===== config.mk =====
export PLATFORM = sky130hd
export DESIGN_NAME = asc_top
export DESIGN_NICKNAME = d
export VERILOG_FILES = /design/src/core/asc_pkg.sv /design/src/core/asc_top.sv
export VERILOG_INCLUDE_DIRS = /design/src /design/src/core
export SDC_FILE = /design/constraint.sdc
export NUM_CORES = 1
export LEC_CHECK = 0
export BUFFER_PORTS_ARGS = -buffer_cell sky130_fd_sc_hd__buf_2
export CAP_MARGIN = 5
export CORE_ASPECT_RATIO = 0.5
export CORE_MARGIN = 5
export CORE_UTILIZATION = 54
export DETAILED_ROUTE_END_ITERATION = 8
export PLACE_DENSITY_LB_ADDON = 0.08
export SLEW_MARGIN = 20
export SYNTH_ARGS = -nofsm -noshare
export SYNTH_HDL_FRONTEND = slang
export SYNTH_SLANG_ARGS = --single-unit

===== constraint.sdc =====
create_clock -name i_sys_clk -period 3.8 [get_ports i_sys_clk]
set_input_delay 0.76 -clock i_sys_clk [delete_from_list [all_inputs] [get_ports i_sys_clk]]
set_output_delay 0.76 -clock i_sys_clk [all_outputs]
set_load 0.005 [all_outputs]

===== src/core/asc_cfg.svh =====
/*
  constants of the coordinator join and neighbour survey control block.
  assumes it is included by bare name wherever the offsets are needed.
*/
`ifndef ASC_CFG_SVH
`define ASC_CFG_SVH

`define ASC_OPT_NET_BIT 0
`define ASC_OPT_LANE_BIT 1
`define ASC_OPT_JOIN_BIT 2
`define ASC_OPT_MASK 8'h07
`define ASC_OPT_RESET 8'h00
`define ASC_FRAMING_RESET 8'h00
`define ASC_FRAMING_MAX 8'h02
`define ASC_RESULT_RESET 8'h00
`define ASC_RESULT_MAX 8'h13
`define ASC_RESULT_RSVD 8'h11
`define ASC_BCAST_ADDR 16'hffff
`define ASC_BCAST_NET 16'hffff
`define ASC_DWELL_MAX 8'h06
`define ASC_FIRST_LANE 8'h0c
`define ASC_LANE_COUNT 4'hc
`define ASC_MAX_RECORDS 3'h5
`define ASC_CR 8'h0d
`define ASC_FMT_LONG 8'h03
`define ASC_NUM_FIELDS 4'hb
`define ASC_CLK_PERIOD_NS 8
`define ASC_DWELL_UNIT_NS 15360000

`endif


===== src/core/asc_pkg.sv =====
/*
  types of the coordinator join and neighbour survey control block.
  assumes nothing beyond a SystemVerilog compiler.
*/
package asc_pkg;

  typedef enum logic [3:0] {
    ASC_CMD_RD_OPTS = 4'h0,
    ASC_CMD_WR_OPTS = 4'h1,
    ASC_CMD_RD_RESULT = 4'h2,
    ASC_CMD_RD_FRAMING = 4'h3,
    ASC_CMD_WR_FRAMING = 4'h4,
    ASC_CMD_COMMIT = 4'h5,
    ASC_CMD_PERSIST = 4'h6,
    ASC_CMD_LEAVE = 4'h7,
    ASC_CMD_SURVEY = 4'h8
  } asc_cmd_t;

  typedef struct packed {
    asc_cmd_t code;
    logic [7:0] arg;
  } asc_cmd_req_t;

  typedef struct packed {
    logic join_permitted;
    logic net_coord;
    logic reserved;
    logic batt_ext;
    logic [3:0] final_cap;
    logic [3:0] sf_order;
    logic [3:0] beacon_order;
  } asc_sf_t;

  typedef struct packed {
    logic [63:0] coord_addr;
    logic [15:0] network_number;
    logic [7:0] coord_addr_format;
    logic [7:0] rf_lane_number;
    logic [7:0] security_use;
    logic [7:0] acl_entry;
    logic [7:0] security_failure;
    asc_sf_t superframe;
    logic [7:0] gts_permit;
    logic [7:0] rssi;
    logic [23:0] timestamp;
  } asc_record_t;

  typedef struct packed {
    logic [15:0] dest_addr;
    logic [15:0] network_number;
    logic [7:0] rf_lane_number;
  } asc_beacon_req_t;

  typedef struct packed {
    logic pick_free_network_bit;
    logic pick_free_lane_bit;
    logic permit_join_bit;
    logic [7:0] host_framing_select;
  } asc_active_t;

  typedef enum logic [2:0] {
    ASC_ST_IDLE = 3'b000,
    ASC_ST_REQ = 3'b001,
    ASC_ST_DWELL = 3'b010,
    ASC_ST_EMIT = 3'b011,
    ASC_ST_END = 3'b100
  } asc_state_t;

endpackage


===== src/core/asc_top.sv =====
/*
  coordinator join options, commit and persist handling, join result code,
  host framing select and the neighbour survey with its report records.
  assumes the command decoder, association engine, radio and serial
  transmitter run on i_sys_clk and keep their own handshakes.
*/
`timescale 1ns/1ns
`include "asc_cfg.svh"

// Functional notes
// - bit 0 set: pick free network number
// - bit 1 set: energy scan for lane
// - bit 2 set permits joins, clear forbids
// - options are bits 0-2, rest reserved
// - commit applies pending values and reinitialises
// - persist stores only; applied on leaving
// - result code read-only, last attempt, 0-0x13
// - 0x00 success, 0x01-0x06 survey outcomes
// - 0x07-0x0a coordinator start problems
// - 0x0b-0x10 join request failures
// - 0x11 reserved, 0x12 sync loss, 0x13 gone
// - framing select 0 to 2, default 0
// - survey requests broadcast on every lane
// - lane dwell is 2^exponent times 15.36 ms
// - total time is dwell times 12 lanes
// - one record per beacon, five at most
// - record fields in order, each CR-ended
// - address format 2 short, 3 long
// - superframe bits packed at documented places
// - rssi passed as negative dBm magnitude
// - frame API mode drops all separator CRs
module asc_top import asc_pkg::*; #(
  parameter int unsigned UNIT_CYCLES =
    `ASC_DWELL_UNIT_NS / `ASC_CLK_PERIOD_NS,
  parameter int unsigned CNT_W = 32
) (
  // clock and reset
  input wire logic i_sys_clk,
  input wire logic i_nrst,
  // command exchange
  input wire logic i_cmd_valid,
  input wire asc_cmd_req_t i_cmd,
  output logic o_rsp_valid,
  output logic o_rsp_err,
  output logic [7:0] o_rsp_data,
  // operating configuration
  output asc_active_t o_active,
  output logic o_reinit,
  output logic o_persist_req,
  output logic [7:0] o_persist_opts,
  output logic [7:0] o_persist_framing,
  // association outcome
  input wire logic i_join_valid,
  input wire logic [7:0] i_join_code,
  // survey radio side
  output logic o_beacon_req_valid,
  output asc_beacon_req_t o_beacon_req,
  input wire logic i_beacon_valid,
  input wire asc_record_t i_beacon_rec,
  output logic o_survey_busy,
  // survey report bytes
  output logic o_tx_valid,
  output logic [7:0] o_tx_byte,
  input wire logic i_tx_ready
);

  logic rst_meta;
  logic rst_n;
  logic [7:0] pend_opts;
  logic [7:0] pend_framing;
  logic [7:0] join_result_code;
  asc_state_t state;
  asc_state_t next_state;
  logic [3:0] lane_idx;
  logic [6:0] slot_cnt;
  logic [CNT_W-1:0] unit_cnt;
  logic [2:0] dwell_exponent;
  logic [2:0] rec_cnt;
  logic [2:0] rec_idx;
  logic [3:0] fld_idx;
  logic [2:0] byte_idx;
  logic cr_phase;
  asc_record_t rec_mem [`ASC_MAX_RECORDS];

  // reset released through two flops
  always_ff @(posedge i_sys_clk or negedge i_nrst) begin
    if (!i_nrst) begin
      rst_meta <= 1'b0;
      rst_n <= 1'b0;
    end else begin
      rst_meta <= 1'b1;
      rst_n <= rst_meta;
    end
  end
  // byte count of one record field; address length follows its format
  function automatic logic [2:0] field_len(input asc_record_t r,
                                           input logic [3:0] f);
    case (f)
      4'h0: field_len = (r.coord_addr_format == `ASC_FMT_LONG) ? 3'h0 : 3'h2;
      4'h1: field_len = 3'h2;
      4'h7: field_len = 3'h2;
      4'ha: field_len = 3'h3;
      default: field_len = 3'h1;
    endcase
  endfunction
  // byte b of field f, most significant byte first
  function automatic logic [7:0] field_byte(input asc_record_t r,
                                            input logic [3:0] f,
                                            input logic [2:0] b,
                                            input logic [2:0] n);
    logic [63:0] w;
    logic [2:0] sh;
    w = 64'h0;
    sh = 3'(n - 3'h1 - b);
    case (f)
      4'h0: w = r.coord_addr;
      4'h1: w = {48'h0, r.network_number};
      4'h2: w = {56'h0, r.coord_addr_format};
      4'h3: w = {56'h0, r.rf_lane_number};
      4'h4: w = {56'h0, r.security_use};
      4'h5: w = {56'h0, r.acl_entry};
      4'h6: w = {56'h0, r.security_failure};
      4'h7: w = {48'h0, r.superframe};
      4'h8: w = {56'h0, r.gts_permit};
      4'h9: w = {56'h0, r.rssi};
      4'ha: w = {40'h0, r.timestamp};
      default: w = 64'h0;
    endcase
    field_byte = w[{sh, 3'h0} +: 8];
  endfunction
  // command decode
  wire survey_on = (state != ASC_ST_IDLE);
  wire cmd_take = i_cmd_valid && !survey_on;
  wire is_wr_opts = cmd_take && (i_cmd.code == ASC_CMD_WR_OPTS);
  wire is_wr_fr = cmd_take && (i_cmd.code == ASC_CMD_WR_FRAMING);
  wire is_commit = cmd_take && (i_cmd.code == ASC_CMD_COMMIT);
  wire is_persist = cmd_take && (i_cmd.code == ASC_CMD_PERSIST);
  wire is_leave = cmd_take && (i_cmd.code == ASC_CMD_LEAVE);
  wire is_survey = cmd_take && (i_cmd.code == ASC_CMD_SURVEY);
  wire opts_ok = (i_cmd.arg & ~`ASC_OPT_MASK) == 8'h00;
  wire fr_ok = i_cmd.arg <= `ASC_FRAMING_MAX;
  wire dwell_ok = i_cmd.arg <= `ASC_DWELL_MAX;
  wire apply_now = is_commit || is_leave;
  wire api_mode = o_active.host_framing_select != 8'h00;
  wire code_ok = (i_join_code <= `ASC_RESULT_MAX) &&
                 (i_join_code != `ASC_RESULT_RSVD);
  wire known_cmd = i_cmd.code <= ASC_CMD_SURVEY;
  wire cmd_err = i_cmd_valid && (survey_on || !known_cmd ||
                 (is_wr_opts && !opts_ok) || (is_wr_fr && !fr_ok) ||
                 (is_survey && !dwell_ok));
  wire [7:0] rd_data = (i_cmd.code == ASC_CMD_RD_OPTS) ? pend_opts :
                       (i_cmd.code == ASC_CMD_RD_RESULT) ? join_result_code :
                       (i_cmd.code == ASC_CMD_RD_FRAMING) ? pend_framing :
                       8'h00;
  // survey sequencing
  wire [6:0] slot_last = 7'((7'h1 << dwell_exponent) - 7'h1);
  wire unit_done = unit_cnt == CNT_W'(UNIT_CYCLES - 1);
  wire lane_done = unit_done && (slot_cnt == slot_last);
  wire last_lane = lane_idx == 4'(`ASC_LANE_COUNT - 4'h1);
  wire tx_free = !o_tx_valid || i_tx_ready;
  asc_record_t cur_rec;
  assign cur_rec = rec_mem[rec_idx];
  wire [2:0] cur_len = field_len(cur_rec, fld_idx);
  wire last_byte = byte_idx == 3'(cur_len - 3'h1);
  wire last_fld = fld_idx == 4'(`ASC_NUM_FIELDS - 4'h1);
  wire last_rec = rec_idx == 3'(rec_cnt - 3'h1);
  wire fld_end = cr_phase || (last_byte && api_mode);
  wire emit_done = tx_free && fld_end && last_fld && last_rec;
  wire take_beacon = (state == ASC_ST_DWELL) && i_beacon_valid &&
                     (rec_cnt < `ASC_MAX_RECORDS);
  always_comb begin
    next_state = state;
    case (state)
      ASC_ST_IDLE: begin
        if (is_survey && dwell_ok) begin
          next_state = ASC_ST_REQ;
        end
      end
      ASC_ST_REQ: begin
        next_state = ASC_ST_DWELL;
      end
      ASC_ST_DWELL: begin
        if (lane_done && last_lane) begin
          next_state = (rec_cnt == 3'h0) ? ASC_ST_END : ASC_ST_EMIT;
        end else if (lane_done) begin
          next_state = ASC_ST_REQ;
        end
      end
      ASC_ST_EMIT: begin
        if (emit_done) begin
          next_state = ASC_ST_END;
        end
      end
      ASC_ST_END: begin
        if (tx_free) begin
          next_state = ASC_ST_IDLE;
        end
      end
      default: begin
        next_state = ASC_ST_IDLE;
      end
    endcase
  end
  // pending values, commit and persist
  always_ff @(posedge i_sys_clk or negedge rst_n) begin
    if (!rst_n) begin
      pend_opts <= `ASC_OPT_RESET;
      pend_framing <= `ASC_FRAMING_RESET;
    end else begin
      if (is_wr_opts && opts_ok) begin
        pend_opts <= i_cmd.arg & `ASC_OPT_MASK;
      end
      if (is_wr_fr && fr_ok) begin
        pend_framing <= i_cmd.arg;
      end
    end
  end
  // active values only change on commit or on leaving command mode
  always_ff @(posedge i_sys_clk or negedge rst_n) begin
    if (!rst_n) begin
      o_active <= '0;
      o_reinit <= 1'b0;
    end else begin
      o_reinit <= apply_now;
      if (apply_now) begin
        o_active.pick_free_network_bit <= pend_opts[`ASC_OPT_NET_BIT];
        o_active.pick_free_lane_bit <= pend_opts[`ASC_OPT_LANE_BIT];
        o_active.permit_join_bit <= pend_opts[`ASC_OPT_JOIN_BIT];
        o_active.host_framing_select <= pend_framing;
      end
    end
  end
  // storing leaves operation untouched
  always_ff @(posedge i_sys_clk or negedge rst_n) begin
    if (!rst_n) begin
      o_persist_req <= 1'b0;
      o_persist_opts <= `ASC_OPT_RESET;
      o_persist_framing <= `ASC_FRAMING_RESET;
    end else begin
      o_persist_req <= is_persist;
      if (is_persist) begin
        o_persist_opts <= pend_opts;
        o_persist_framing <= pend_framing;
      end
    end
  end
  // result code has no write path; codes carry meanings untouched
  always_ff @(posedge i_sys_clk or negedge rst_n) begin
    if (!rst_n) begin
      join_result_code <= `ASC_RESULT_RESET;
    end else if (i_join_valid && code_ok) begin
      join_result_code <= i_join_code;
    end
  end
  // command answers
  always_ff @(posedge i_sys_clk or negedge rst_n) begin
    if (!rst_n) begin
      o_rsp_valid <= 1'b0;
      o_rsp_err <= 1'b0;
      o_rsp_data <= 8'h00;
    end else begin
      o_rsp_valid <= i_cmd_valid;
      o_rsp_err <= cmd_err;
      o_rsp_data <= cmd_take ? rd_data : 8'h00;
    end
  end
  // survey timing: one unit counter and a slot counter per lane
  always_ff @(posedge i_sys_clk or negedge rst_n) begin
    if (!rst_n) begin
      state <= ASC_ST_IDLE;
      lane_idx <= 4'h0;
      slot_cnt <= 7'h00;
      unit_cnt <= '0;
      dwell_exponent <= 3'h0;
    end else begin
      state <= next_state;
      if (is_survey && dwell_ok) begin
        dwell_exponent <= i_cmd.arg[2:0];
        lane_idx <= 4'h0;
      end
      if (state == ASC_ST_REQ) begin
        unit_cnt <= '0;
        slot_cnt <= 7'h00;
      end else if (state == ASC_ST_DWELL) begin
        unit_cnt <= unit_done ? '0 : CNT_W'(unit_cnt + 1'b1);
        if (unit_done) begin
          slot_cnt <= 7'(slot_cnt + 7'h1);
        end
        if (lane_done) begin
          lane_idx <= 4'(lane_idx + 4'h1);
        end
      end
    end
  end

  // beacon request per lane to the broadcast address and network
  always_ff @(posedge i_sys_clk or negedge rst_n) begin
    if (!rst_n) begin
      o_beacon_req_valid <= 1'b0;
      o_beacon_req <= '0;
      o_survey_busy <= 1'b0;
    end else begin
      o_beacon_req_valid <= state == ASC_ST_REQ;
      o_beacon_req.dest_addr <= `ASC_BCAST_ADDR;
      o_beacon_req.network_number <= `ASC_BCAST_NET;
      o_beacon_req.rf_lane_number <= 8'(`ASC_FIRST_LANE + 8'(lane_idx));
      o_survey_busy <= next_state != ASC_ST_IDLE;
    end
  end

  // record store; beacons past the fifth are dropped
  always_ff @(posedge i_sys_clk or negedge rst_n) begin
    if (!rst_n) begin
      rec_cnt <= 3'h0;
    end else if (is_survey && dwell_ok) begin
      rec_cnt <= 3'h0;
    end else if (take_beacon) begin
      rec_cnt <= 3'(rec_cnt + 3'h1);
    end
  end

  always_ff @(posedge i_sys_clk) begin
    if (take_beacon) begin
      rec_mem[rec_cnt] <= i_beacon_rec;
    end
  end

  // report serialiser: field bytes, then a CR unless in frame API mode
  always_ff @(posedge i_sys_clk or negedge rst_n) begin
    if (!rst_n) begin
      rec_idx <= 3'h0;
      fld_idx <= 4'h0;
      byte_idx <= 3'h0;
      cr_phase <= 1'b0;
      o_tx_valid <= 1'b0;
      o_tx_byte <= 8'h00;
    end else if (state == ASC_ST_EMIT && tx_free) begin
      o_tx_valid <= 1'b1;
      if (cr_phase) begin
        o_tx_byte <= `ASC_CR;
      end else begin
        o_tx_byte <= field_byte(cur_rec, fld_idx, byte_idx, cur_len);
      end
      if (!cr_phase && !last_byte) begin
        byte_idx <= 3'(byte_idx + 3'h1);
      end else if (!cr_phase && !api_mode) begin
        cr_phase <= 1'b1;
      end else begin
        cr_phase <= 1'b0;
        byte_idx <= 3'h0;
        fld_idx <= last_fld ? 4'h0 : 4'(fld_idx + 4'h1);
        if (last_fld) begin
          rec_idx <= 3'(rec_idx + 3'h1);
        end
      end
    end else if (state == ASC_ST_END && tx_free) begin
      // closing CR only in transparent mode
      o_tx_valid <= !api_mode;
      o_tx_byte <= `ASC_CR;
      rec_idx <= 3'h0;
    end else if (i_tx_ready) begin
      o_tx_valid <= 1'b0;
    end
  end

endmodule


* Yosys cells after proc, flatten, opt, wreduce, memory -nomap -nowiden
Memory sizes are Yosys's and may differ from the RTL's. Index checks and enable logic that the tools add are counted.
Cells by class: add/sub/neg operators 12, multipliers 0, div/mod/pow operators 0, order comparisons 5, equality and inequality tests 33, shifts and indexed selects 2, mux-type cells 45, bitwise operators 2, reductions and logical operators 63
Operators by type and width (number):
- 64-bit one-hot mux with 11 select lines | 1
- 64-bit two-way mux | 2
- 32-bit two-way mux | 3
- 64-bit by 7-bit variable part select with 8-bit output | 1
- 8-bit two-way mux | 7
- 3-bit two-way mux | 15
- 32-bit by 1-bit adder with 32-bit output, second input constant | 1
- 32-bit by 21-bit equality test with 1-bit output, second input constant | 1
- 4-bit by 3-bit equality test with 1-bit output, second input constant | 8
- 1-bit logical AND | 28
- 7-bit two-way mux | 3
- 4-bit equality test, second input constant | 5
- 4-bit two-way mux | 5
- 4-bit by 2-bit equality test with 1-bit output, second input constant | 4
- 3-bit one-hot mux with 5 select lines | 1
- 3-bit by 1-bit adder with 3-bit output, second input constant | 3
- 1-bit zero test | 9
- 3-bit nonzero test | 3
- 4-bit by 1-bit adder with 4-bit output, second input constant | 2
- 4-bit by 1-bit equality test with 1-bit output, second input constant | 2
- 8-bit by 2-bit equality test with 1-bit output, second input constant | 1
- 8-bit by 2-bit <= comparator with 1-bit output, second input constant | 1
- 8-bit by 3-bit <= comparator with 1-bit output, second input constant | 1
- 8-bit by 5-bit <= comparator with 1-bit output, second input constant | 1
- 30 further kinds | 54
Word-level totals: flip-flop bits (word level) 135, latch bits 0, memory bits (writable) 880, ROM bits 0, input bits 202, output and inout port bits 90, word-level logic and storage cells 195, memories 1
Memories:
- rec_mem | words 5, bits a word 176, read ports 1, clocked after Yosys merged registers in 0, wr ports 1, RTL line asc_top.sv:83 | asc_record_t rec_mem [`ASC_MAX_RECORDS];

* Depth between registers and ports, before layout
Gate-level depths: netlist of run 1. An unclocked memory read counts as a cell.
depth in word-level cells 14, gate-level depth with buffers 19, mapped depth without buffers 15

* Worst setup path after synthesis of run 1
No wires, ideal clock.
path kind flip-flop to flip-flop, from reg state[2], to mem rec_mem[4][0] in the netlist's numbering, enable pin, setup time 1206 ps, data arrival time 19123 ps, required time 2594 ps, slack -16528 ps, cell stages (with the launch flop) 5, path buffers 1, period minus slack after synthesis 20328 ps, path through dfrtp_1 > clkbuf_1 > nor3b_1 > nand3_1 > nor4b_1
On the way: longest elaborated chain between the ends 5
RTL lines:
- start, declared | RTL line asc_top.sv:72 | asc_state_t state;
- start signal, assigned | RTL line asc_top.sv:276 | state <= next_state;
- 3-bit by 2-bit equality test with 1-bit output | RTL line asc_top.sv:169 | wire take_beacon = (state == ASC_ST_DWELL) && i_beacon_valid &&
- 1-bit logical AND (2 in series) | RTL line asc_top.sv:169
- 1-bit two-way mux | RTL line asc_top.sv:323 | if (take_beacon) begin
- 1-bit two-way mux (not written as such) | RTL line asc_top.sv:324 | rec_mem[rec_cnt] <= i_beacon_rec;
- end, declared | RTL line asc_top.sv:83
Every way passes these cells.

* Worst setup path after layout of run 1
from reg rec_idx[0], to reg o_tx_byte[2]
On the way: longest elaborated chain between the ends 9, elaborated cells on any way between the ends 12, classes of those cells add/sub: 2; eq/ne: 1; shift: 1; mux: 7; memory: 1
RTL lines:
- start, declared | RTL line asc_top.sv:79 | logic [2:0] rec_idx;
- start signal, assigned | RTL line asc_top.sv:353 | rec_idx <= 3'(rec_idx + 3'h1);
- memory read 5 x 176 bit *
- 8-bit by 2-bit equality test with 1-bit output (no source line)
- 2-bit two-way mux | RTL line asc_top.sv:99 | 4'h0: field_len = (r.coord_addr_format == `ASC_FMT_LONG) ? 3'h0 : 3'h2;
- 2-bit one-hot mux with 3 select lines | RTL line asc_top.sv:98 | case (f)
- 2-bit by 1-bit subtractor with 3-bit output | RTL line asc_top.sv:114 | sh = 3'(n - 3'h1 - b);
- 3-bit subtractor | RTL line asc_top.sv:114
- 64-bit by 7-bit variable part select with 8-bit output * | RTL line asc_top.sv:129 | field_byte = w[{sh, 3'h0} +: 8];
- 8-bit two-way mux * | RTL line asc_top.sv:339 | if (cr_phase) begin
- 8-bit two-way mux * | RTL line asc_top.sv:337 | end else if (state == ASC_ST_EMIT && tx_free) begin
- end signal, assigned | RTL line asc_top.sv:340 | o_tx_byte <= `ASC_CR;
- end signal, assigned | RTL line asc_top.sv:342 | o_tx_byte <= field_byte(cur_rec, fld_idx, byte_idx, cur_len);
- end signal, assigned | RTL line asc_top.sv:359 | o_tx_byte <= `ASC_CR;
- end, declared | RTL line asc_top.sv:63 | output logic [7:0] o_tx_byte,
Mark *: on every way between the ends. The rest lies on a longest branch, timed or not. The select of a mux whose other input is x is not followed. A chain may end at the register's enable or synchronous reset.

==> run metrics, run 1 <==
status finished, violations left; failing checks negative setup slack; highest cell delay on the worst timing path 0.49 ns; number of max-cap violations 0; Fmax 235 MHz; Initial Utilization 54.8%; Die Wd 397 um; vias in the first global route 22.7k; detailed placer's ending HPWL 62500 um; Total Power 21.9 mW; Post-Route WL 98400 um; Avg Cell Area, Syn 17.6 sq um; area occupied by multi-input gates 10000 sq um; final worst-path cycle share 112%; Final Critical Period 4.25 ns; slowest CP cell dfrtp_4; grt total ovfl 0; CP cell instances buf_6, mux4_2, mux2_4, nor4_4, a21oi_2, nor4_2, buf_4, ha_4, inv_4, fa_2, buf_12, buf_8, mux4_2, mux2i_1, o21ai_1, nor2_1, buf_4, o21ai_1; WHS 0.266 ns; #FFs+latches synth 1015; RSZ-0062 raised after global routing true; pin count of the biggest net entering global routing 94; critical path data arrival time 4.78 ns; final net count 2871; Pwr per Cell Area 468 nW/um^2; Worst-Margin Slew 0.983 ns; Ys Warns 0; Crit path buffers/inverters 6; sequential area share after synthesis 73.9%; post-synth top area cell edfxtp_1; top cell type's share of synthesized area 65.5%; overall global routing resource usage 24.4%; Cell Area, Synth 40300 sq um; Port Buffers 283; routed len/inst 26.6 um; Clk Tree Root Cell clkbuf_16; Final Hold Vio Count 0; Synth top cells by count edfxtp_1 (880), mux2i_1 (156), dfrtp_1 (135); clk_lat worst skew 0.67 ns; worst hold path class input pin to flop; DRC 0; Slew Limit Fails 0; CP Max Fanout 6; Worst Path Required 4.33 ns; post-synthesis cell type count 79; Vias 22.5k; P&R area growth vs syn 15.9%; DIE AREA 80600 sq um; Worst-path clk slew 0.07 ns; Die Height 203 um; post-route ant nets 0; GP Congestion 0.824; Via density 6.07; Setup crit end kind flop; Cell Rows 70; CTS H-Tree Depth 3; fin util 63.5%; core box area 73600 sq um; CTS Sinks 1015; Max-slew headroom 33.9%; TritonRoute pass-1 iters 5; fill count 5268; setup violators final 19; number of enable flip-flop cells after synthesis 880; Critical Path Source Type flop; layout cells sized above 1 28.8%; synth top area cells edfxtp_1 (66%), dfrtp_1 (8.4%), mux4_2 (7.3%); Mapped Cells 2293; most common cell in the netlist edfxtp_1; top cell family by delay on the critical path multiplexers; CTS tree done; 1st-iter DRT viols 1988; Leak 16.1 nW; initial antenna violation count 9; dpl ws -0.748 ns; asr flop ratio synth 13.3%; CP Class flop to flop; Top FF cell, synth edfxtp_1; total CTS buffers 88; final setup margin -0.446 ns; # IOs 292; clock buffer depth 3; Max VDD drop 0.318 mV; Setup Skew 0.0207 ns; global-route wire length before repair 147000 um; sequential cell area 29800 sq um
==> state kept, by name, indices dropped and copies added, names as in the netlist, 3 cells and up <==
name,count
rec_mem,880
unit_cnt,32
o_active,11
join_result_code,8
o_persist_framing,8
o_rsp_data,8
o_tx_byte,8
pend_framing,8
slot_cnt,7
o_beacon_req,6
fld_idx,4
lane_idx,4
byte_idx,3
dwell_exponent,3
o_persist_opts,3
pend_opts,3
rec_cnt,3
rec_idx,3
state,3
==> logic make-up (layout without fill, tap and decap cells) <==
group                      count (synthesis)  count (layout)  synth area share, %
AOI/OAI and AO/OA                        324             324                 5.26
adders and majority gates                 14              14                0.453
other                                      2              15               0.0186
xor gates and xnor gates                  35              35                0.760
buffers and inverters                    184             609                 2.36
DFF                                     1015            1015                 73.9
and+or+nand+nor                          399             399                 5.17
muxes                                    320             320                 12.1
==> routing by layer <==
metal,GRT usage [%],part of all wire (%),wire [um],up-vias
met5,0,0.031,30,-
met4,6.27,1.9,1850,4
met3,5.28,7.0,6870,138
met2,39.4,49,48000,767
met1,34.5,42,41600,11717
li1,-,-,-,9864
==> path summary, 6_finish.rpt <==
path | from | endpoint | slack, ns | cells after the start
max | rec_idx[0] | o_tx_byte[2] | -0.45 | 18
min | i_cmd_valid | o_rsp_valid | 0.27 | 1
max reg2reg | rec_idx[0] | o_tx_byte[2] | -0.45 | 18
min reg2reg | rst_meta | rst_n | 0.36 | 0
max in group asynchronous | rst_n | rec_idx[0] | 2.45 | 1
min in group asynchronous | i_nrst | rst_n | 0.42 | 2
==> stage by stage <==
stage / instances / instance area, sq um / setup TNS (ns)
6_report: 3703 / 46700 / -4.52
5_1_grt: 3703 / 46700 / -7.29
4_1_cts: 3691 / 46600 / -3.02
3_5_place_dp: 3521 / 43400 / -10.34
3_3_place_gp: 3521 / 43400 / -9.12
2_1_floorplan: 2301 / 40500 / -2321.75
==> layout by cell type, fill, tap and decap left out, types with 12 or more instances in the layout <==
master       n
edfxtp_1   880
o21ai_1     14
nor4_1      17
inv_1       25
buf_12      18
mux2i_1    154
clkbuf_16   90
xnor2_1     20
clkbuf_1    14
clkinv_1    20
nor2b_1     14
nor2_1      83
mux2_2      31
nand4_1     13
a31oi_1     19
mux4_2     130
a22oi_1     33
a21oi_1     53
a22o_1      12
nor3_1      17
nand3_1     36
nand2_1    113
clkinv_2    21
xor2_1      15
o22ai_1     43
buf_2      283
buf_4      108
o21ai_0     56
dfrtp_1    131
a221oi_1    12
==> layout make-up <==
| class | count | share of cell area [%] |
|---|---|---|
| tap | 972 | 2.60 |
| clock inverter | 55 | 1.10 |
| timing repair buffer | 419 | 5.77 |
| multi-input combinational | 1102 | 21.5 |
| inverter | 29 | 0.238 |
| clock buffer | 106 | 4.99 |
| sequential | 1015 | 63.8 |
| antenna | 5 | 0.0268 |
==> repair_timing <==
action                     CTS  global route
pin swaps                   26            14
hold buffers                 1             0
setup buffers               10             9
hold endpoints to repair     2             0
resized for setup           54            28
setup endpoints to repair   20            22
==> power breakdown <==
group / total [mW] / internal [mW] / switching (mW)
Sequential: 12.4 / 12.2 / 0.105
Clock: 8.97 / 4.94 / 4.02
Combinational: 0.577 / 0.217 / 0.360
Total: 21.9 / 17.4 / 4.49
Power figures use the tool's default switching activity.
==> run 2, diff against run 1 <==
CORE_UTILIZATION = 30   (was 54)
SETUP_SLACK_MARGIN = 0.5   (was unset)
==> run 2 against run 1 <==
The flow still finishes with violations (negative setup slack). Largest power group unchanged. Hold slack got worse by 0.036 ns. Routed wire length increased by 21%. Sequential cell count unchanged. Global-route usage decreased by 8.0 points. Register-to-register slack got worse by 0.03 ns. Critical endpoint is now o_tx_byte[3]. Design area increased by 3.8%.
==> run metrics, run 2 (synthesis results as in run 1) <==
commonest non-fill, non-tap cell in the layout edfxtp_1; Worst-path clk slew 0.07 ns (about the same); Setup crit end kind flop; max reg flops 880 (unchanged); Port Buffers 283 (unchanged); Clk Tree Root Cell clkbuf_16; hold depth 1 (unchanged); total CTS buffers 100 (+14%); Max VDD drop 0.315 mV (-1.1%); Cell Rows 95 (+36%); Vias 22.4k (-0.60%); Critical Path Source Type flop; Total Power 22.8 mW (+3.9%); Max-slew headroom 35.5% (+1.6 points); CTS tree done; number of max-cap violations 0 (unchanged); setup violators final 20 (+1); reg2reg setup slack -0.48 ns (-0.03 ns); GP Congestion 0.775 (-5.9%); Via density 4.89 (-19%); CP Class flop to flop; 1st-iter DRT viols 1592 (-20%); pin count of the biggest net entering global routing 110 (+17%); R2R Path End o_tx_byte[3]; layout cells sized above 1 30.4% (+1.6 points); most frequent cells in the layout edfxtp_1 (880), buf_2 (283), mux2i_1 (152), dfrtp_1 (131), mux4_2 (130); global-route wire length before repair 171000 um (+16%); failing checks negative setup slack; clk_lat worst skew 0.71 ns (+0.04 ns); Die Height 269 um (+32%); post-route ant nets 0 (unchanged); fin util 36.2% (-27 points); Worst Path Required 4.38 ns (+0.05 ns); fill count 12.6k (+140%); CP Max Fanout 6 (unchanged); Biggest register rec_mem; final setup margin -0.480 ns (-0.0339 ns); Pwr per Cell Area 469 nW/um^2 (about the same); # IOs 292 (unchanged); clock buffer depth 3 (unchanged); critical path data arrival time 4.86 ns (+0.08 ns); final worst-path cycle share 113% (+0.89 points); hold path start i_cmd_valid; reg2reg start rec_idx[0]; Leak 16.4 nW (+1.9%); final net count 2900 (+1.0%); Hold Path End o_rsp_valid; Final Critical Period 4.28 ns (+0.0339 ns); RSZ-0062 raised after global routing true; TritonRoute pass-1 iters 5 (unchanged); CTS Sinks 1015 (unchanged); overall global routing resource usage 16.4% (-8.0 points); worst hold path class input pin to flop; grt total ovfl 0 (unchanged); Slew Limit Fails 0 (unchanged); initial antenna violation count 32 (+23); Post-Route WL 119000 um (+21%); DIE AREA 142000 sq um (+77%); detailed placer's ending HPWL 77400 um (+24%); Setup Skew 0.0240 ns (+0.00332 ns); routed len/inst 26.0 um (-2.1%); Die Wd 529 um (+33%); CTS H-Tree Depth 3 (unchanged); status finished, violations left; Worst-Margin Slew 0.967 ns (-0.0162 ns); vias in the first global route 23.1k (+1.7%); core box area 134000 sq um (+82%); DRC 0 (unchanged); Initial Utilization 30.1% (-25 points); Final Hold Vio Count 0 (unchanged); biggest regs rec_mem: 880 flops, unit_cnt: 32 flops, o_active: 11 flops; Fmax 234 MHz (-0.79%); path depth of the worst reg2reg path 19 (+1); P&R area growth vs syn 20.3%
-- run 2: area by class of cell --
class                           count  area [sq um]  area share [%]
Multi-Input combinational cell   1102         10200            21.0
Antenna cell                        7          17.5          0.0361
Inverter                           29           111           0.229
Sequential cell                  1015         29800            61.4
Timing Repair Buffer              436          3000            6.19
Clock inverter                     65           524            1.08
Tap cell                         1794          2240            4.63
Clock buffer                      123          2640            5.44
-- run 2: worst max-delay path, stage by stage, from the launching register on --
cell and delay [ns]:
dfrtp_4 0.52, buf_4 0.21, buf_4 0.13, mux4_2 0.49, mux2i_2 0.31, nor4_4 0.06, a21oi_2 0.16, nor4_2 0.07
buf_4 0.17, ha_4 0.28, inv_4 0.04, fa_2 0.56, buf_12 0.15, buf_12 0.13, mux4_2 0.29, nand2_1 0.08
a21oi_1 0.07, o31a_1 0.31, nand2_1 0.06, o21ai_1 0.05
-- run 2: routing by layer --
layer  part of all wire, %  wire length, um  global-route usage [%]  vias up
met5                     0                0                       0        -
met4                   1.9             2270                    3.39        0
met3                   4.0             4710                    2.74      169
met2                    48            57200                    26.9      448
met1                    46            54700                    23.1    11801
li1                      -                -                       -     9937
-- run 2: worst max path at each step --
stage	startpoint	to	cells after the start	slack [ns]
after floorplan	state[2]	rec_mem[4][0]	4	-3.32
after global placement	rec_idx[0]	o_tx_byte[2]	16	-0.78
after detailed placement	rec_idx[0]	o_tx_byte[6]	17	-0.88
after CTS	rec_idx[0]	o_tx_byte[3]	17	-0.51
after global routing	rec_idx[0]	o_tx_byte[6]	16	-0.65
final	rec_idx[0]	o_tx_byte[3]	19	-0.48
-- run 2: report_power, final --
part,internal (mW),leakage (nW),switching (mW)
clock,5.37,1.57,4.42
combinational,0.220,5.13,0.380
sequential,12.2,9.68,0.108
-- run 2: through the flow --
step | setup WS (ns) | hold slack (ns) | cell area (sq um) | cells | setup TNS (ns)
floorplan | -3.32 | 0.331 | 40500 | 2301 | -2321.75
global placement | -0.781 | 0.339 | 44600 | 4356 | -10.49
detailed placement | -0.878 | 0.338 | 44600 | 4356 | -11.95
CTS | -0.509 | 0.166 | 48300 | 4559 | -6.54
global route | -0.648 | 0.187 | 48500 | 4565 | -11.51
finish | -0.480 | 0.230 | 48500 | 4571 | -7.93
-- run 2: what timing repair did --
| action | in CTS | in global routing |
|---|---|---|
| setup buffers | 12 | 5 |
| hold buffers | 1 | 0 |
| pin swaps | 32 | 24 |
| gates cloned | 2 | 0 |
| hold endpoints to repair | 2 | 0 |
| resized for setup | 84 | 45 |
| setup endpoints to repair | 23 | 23 |
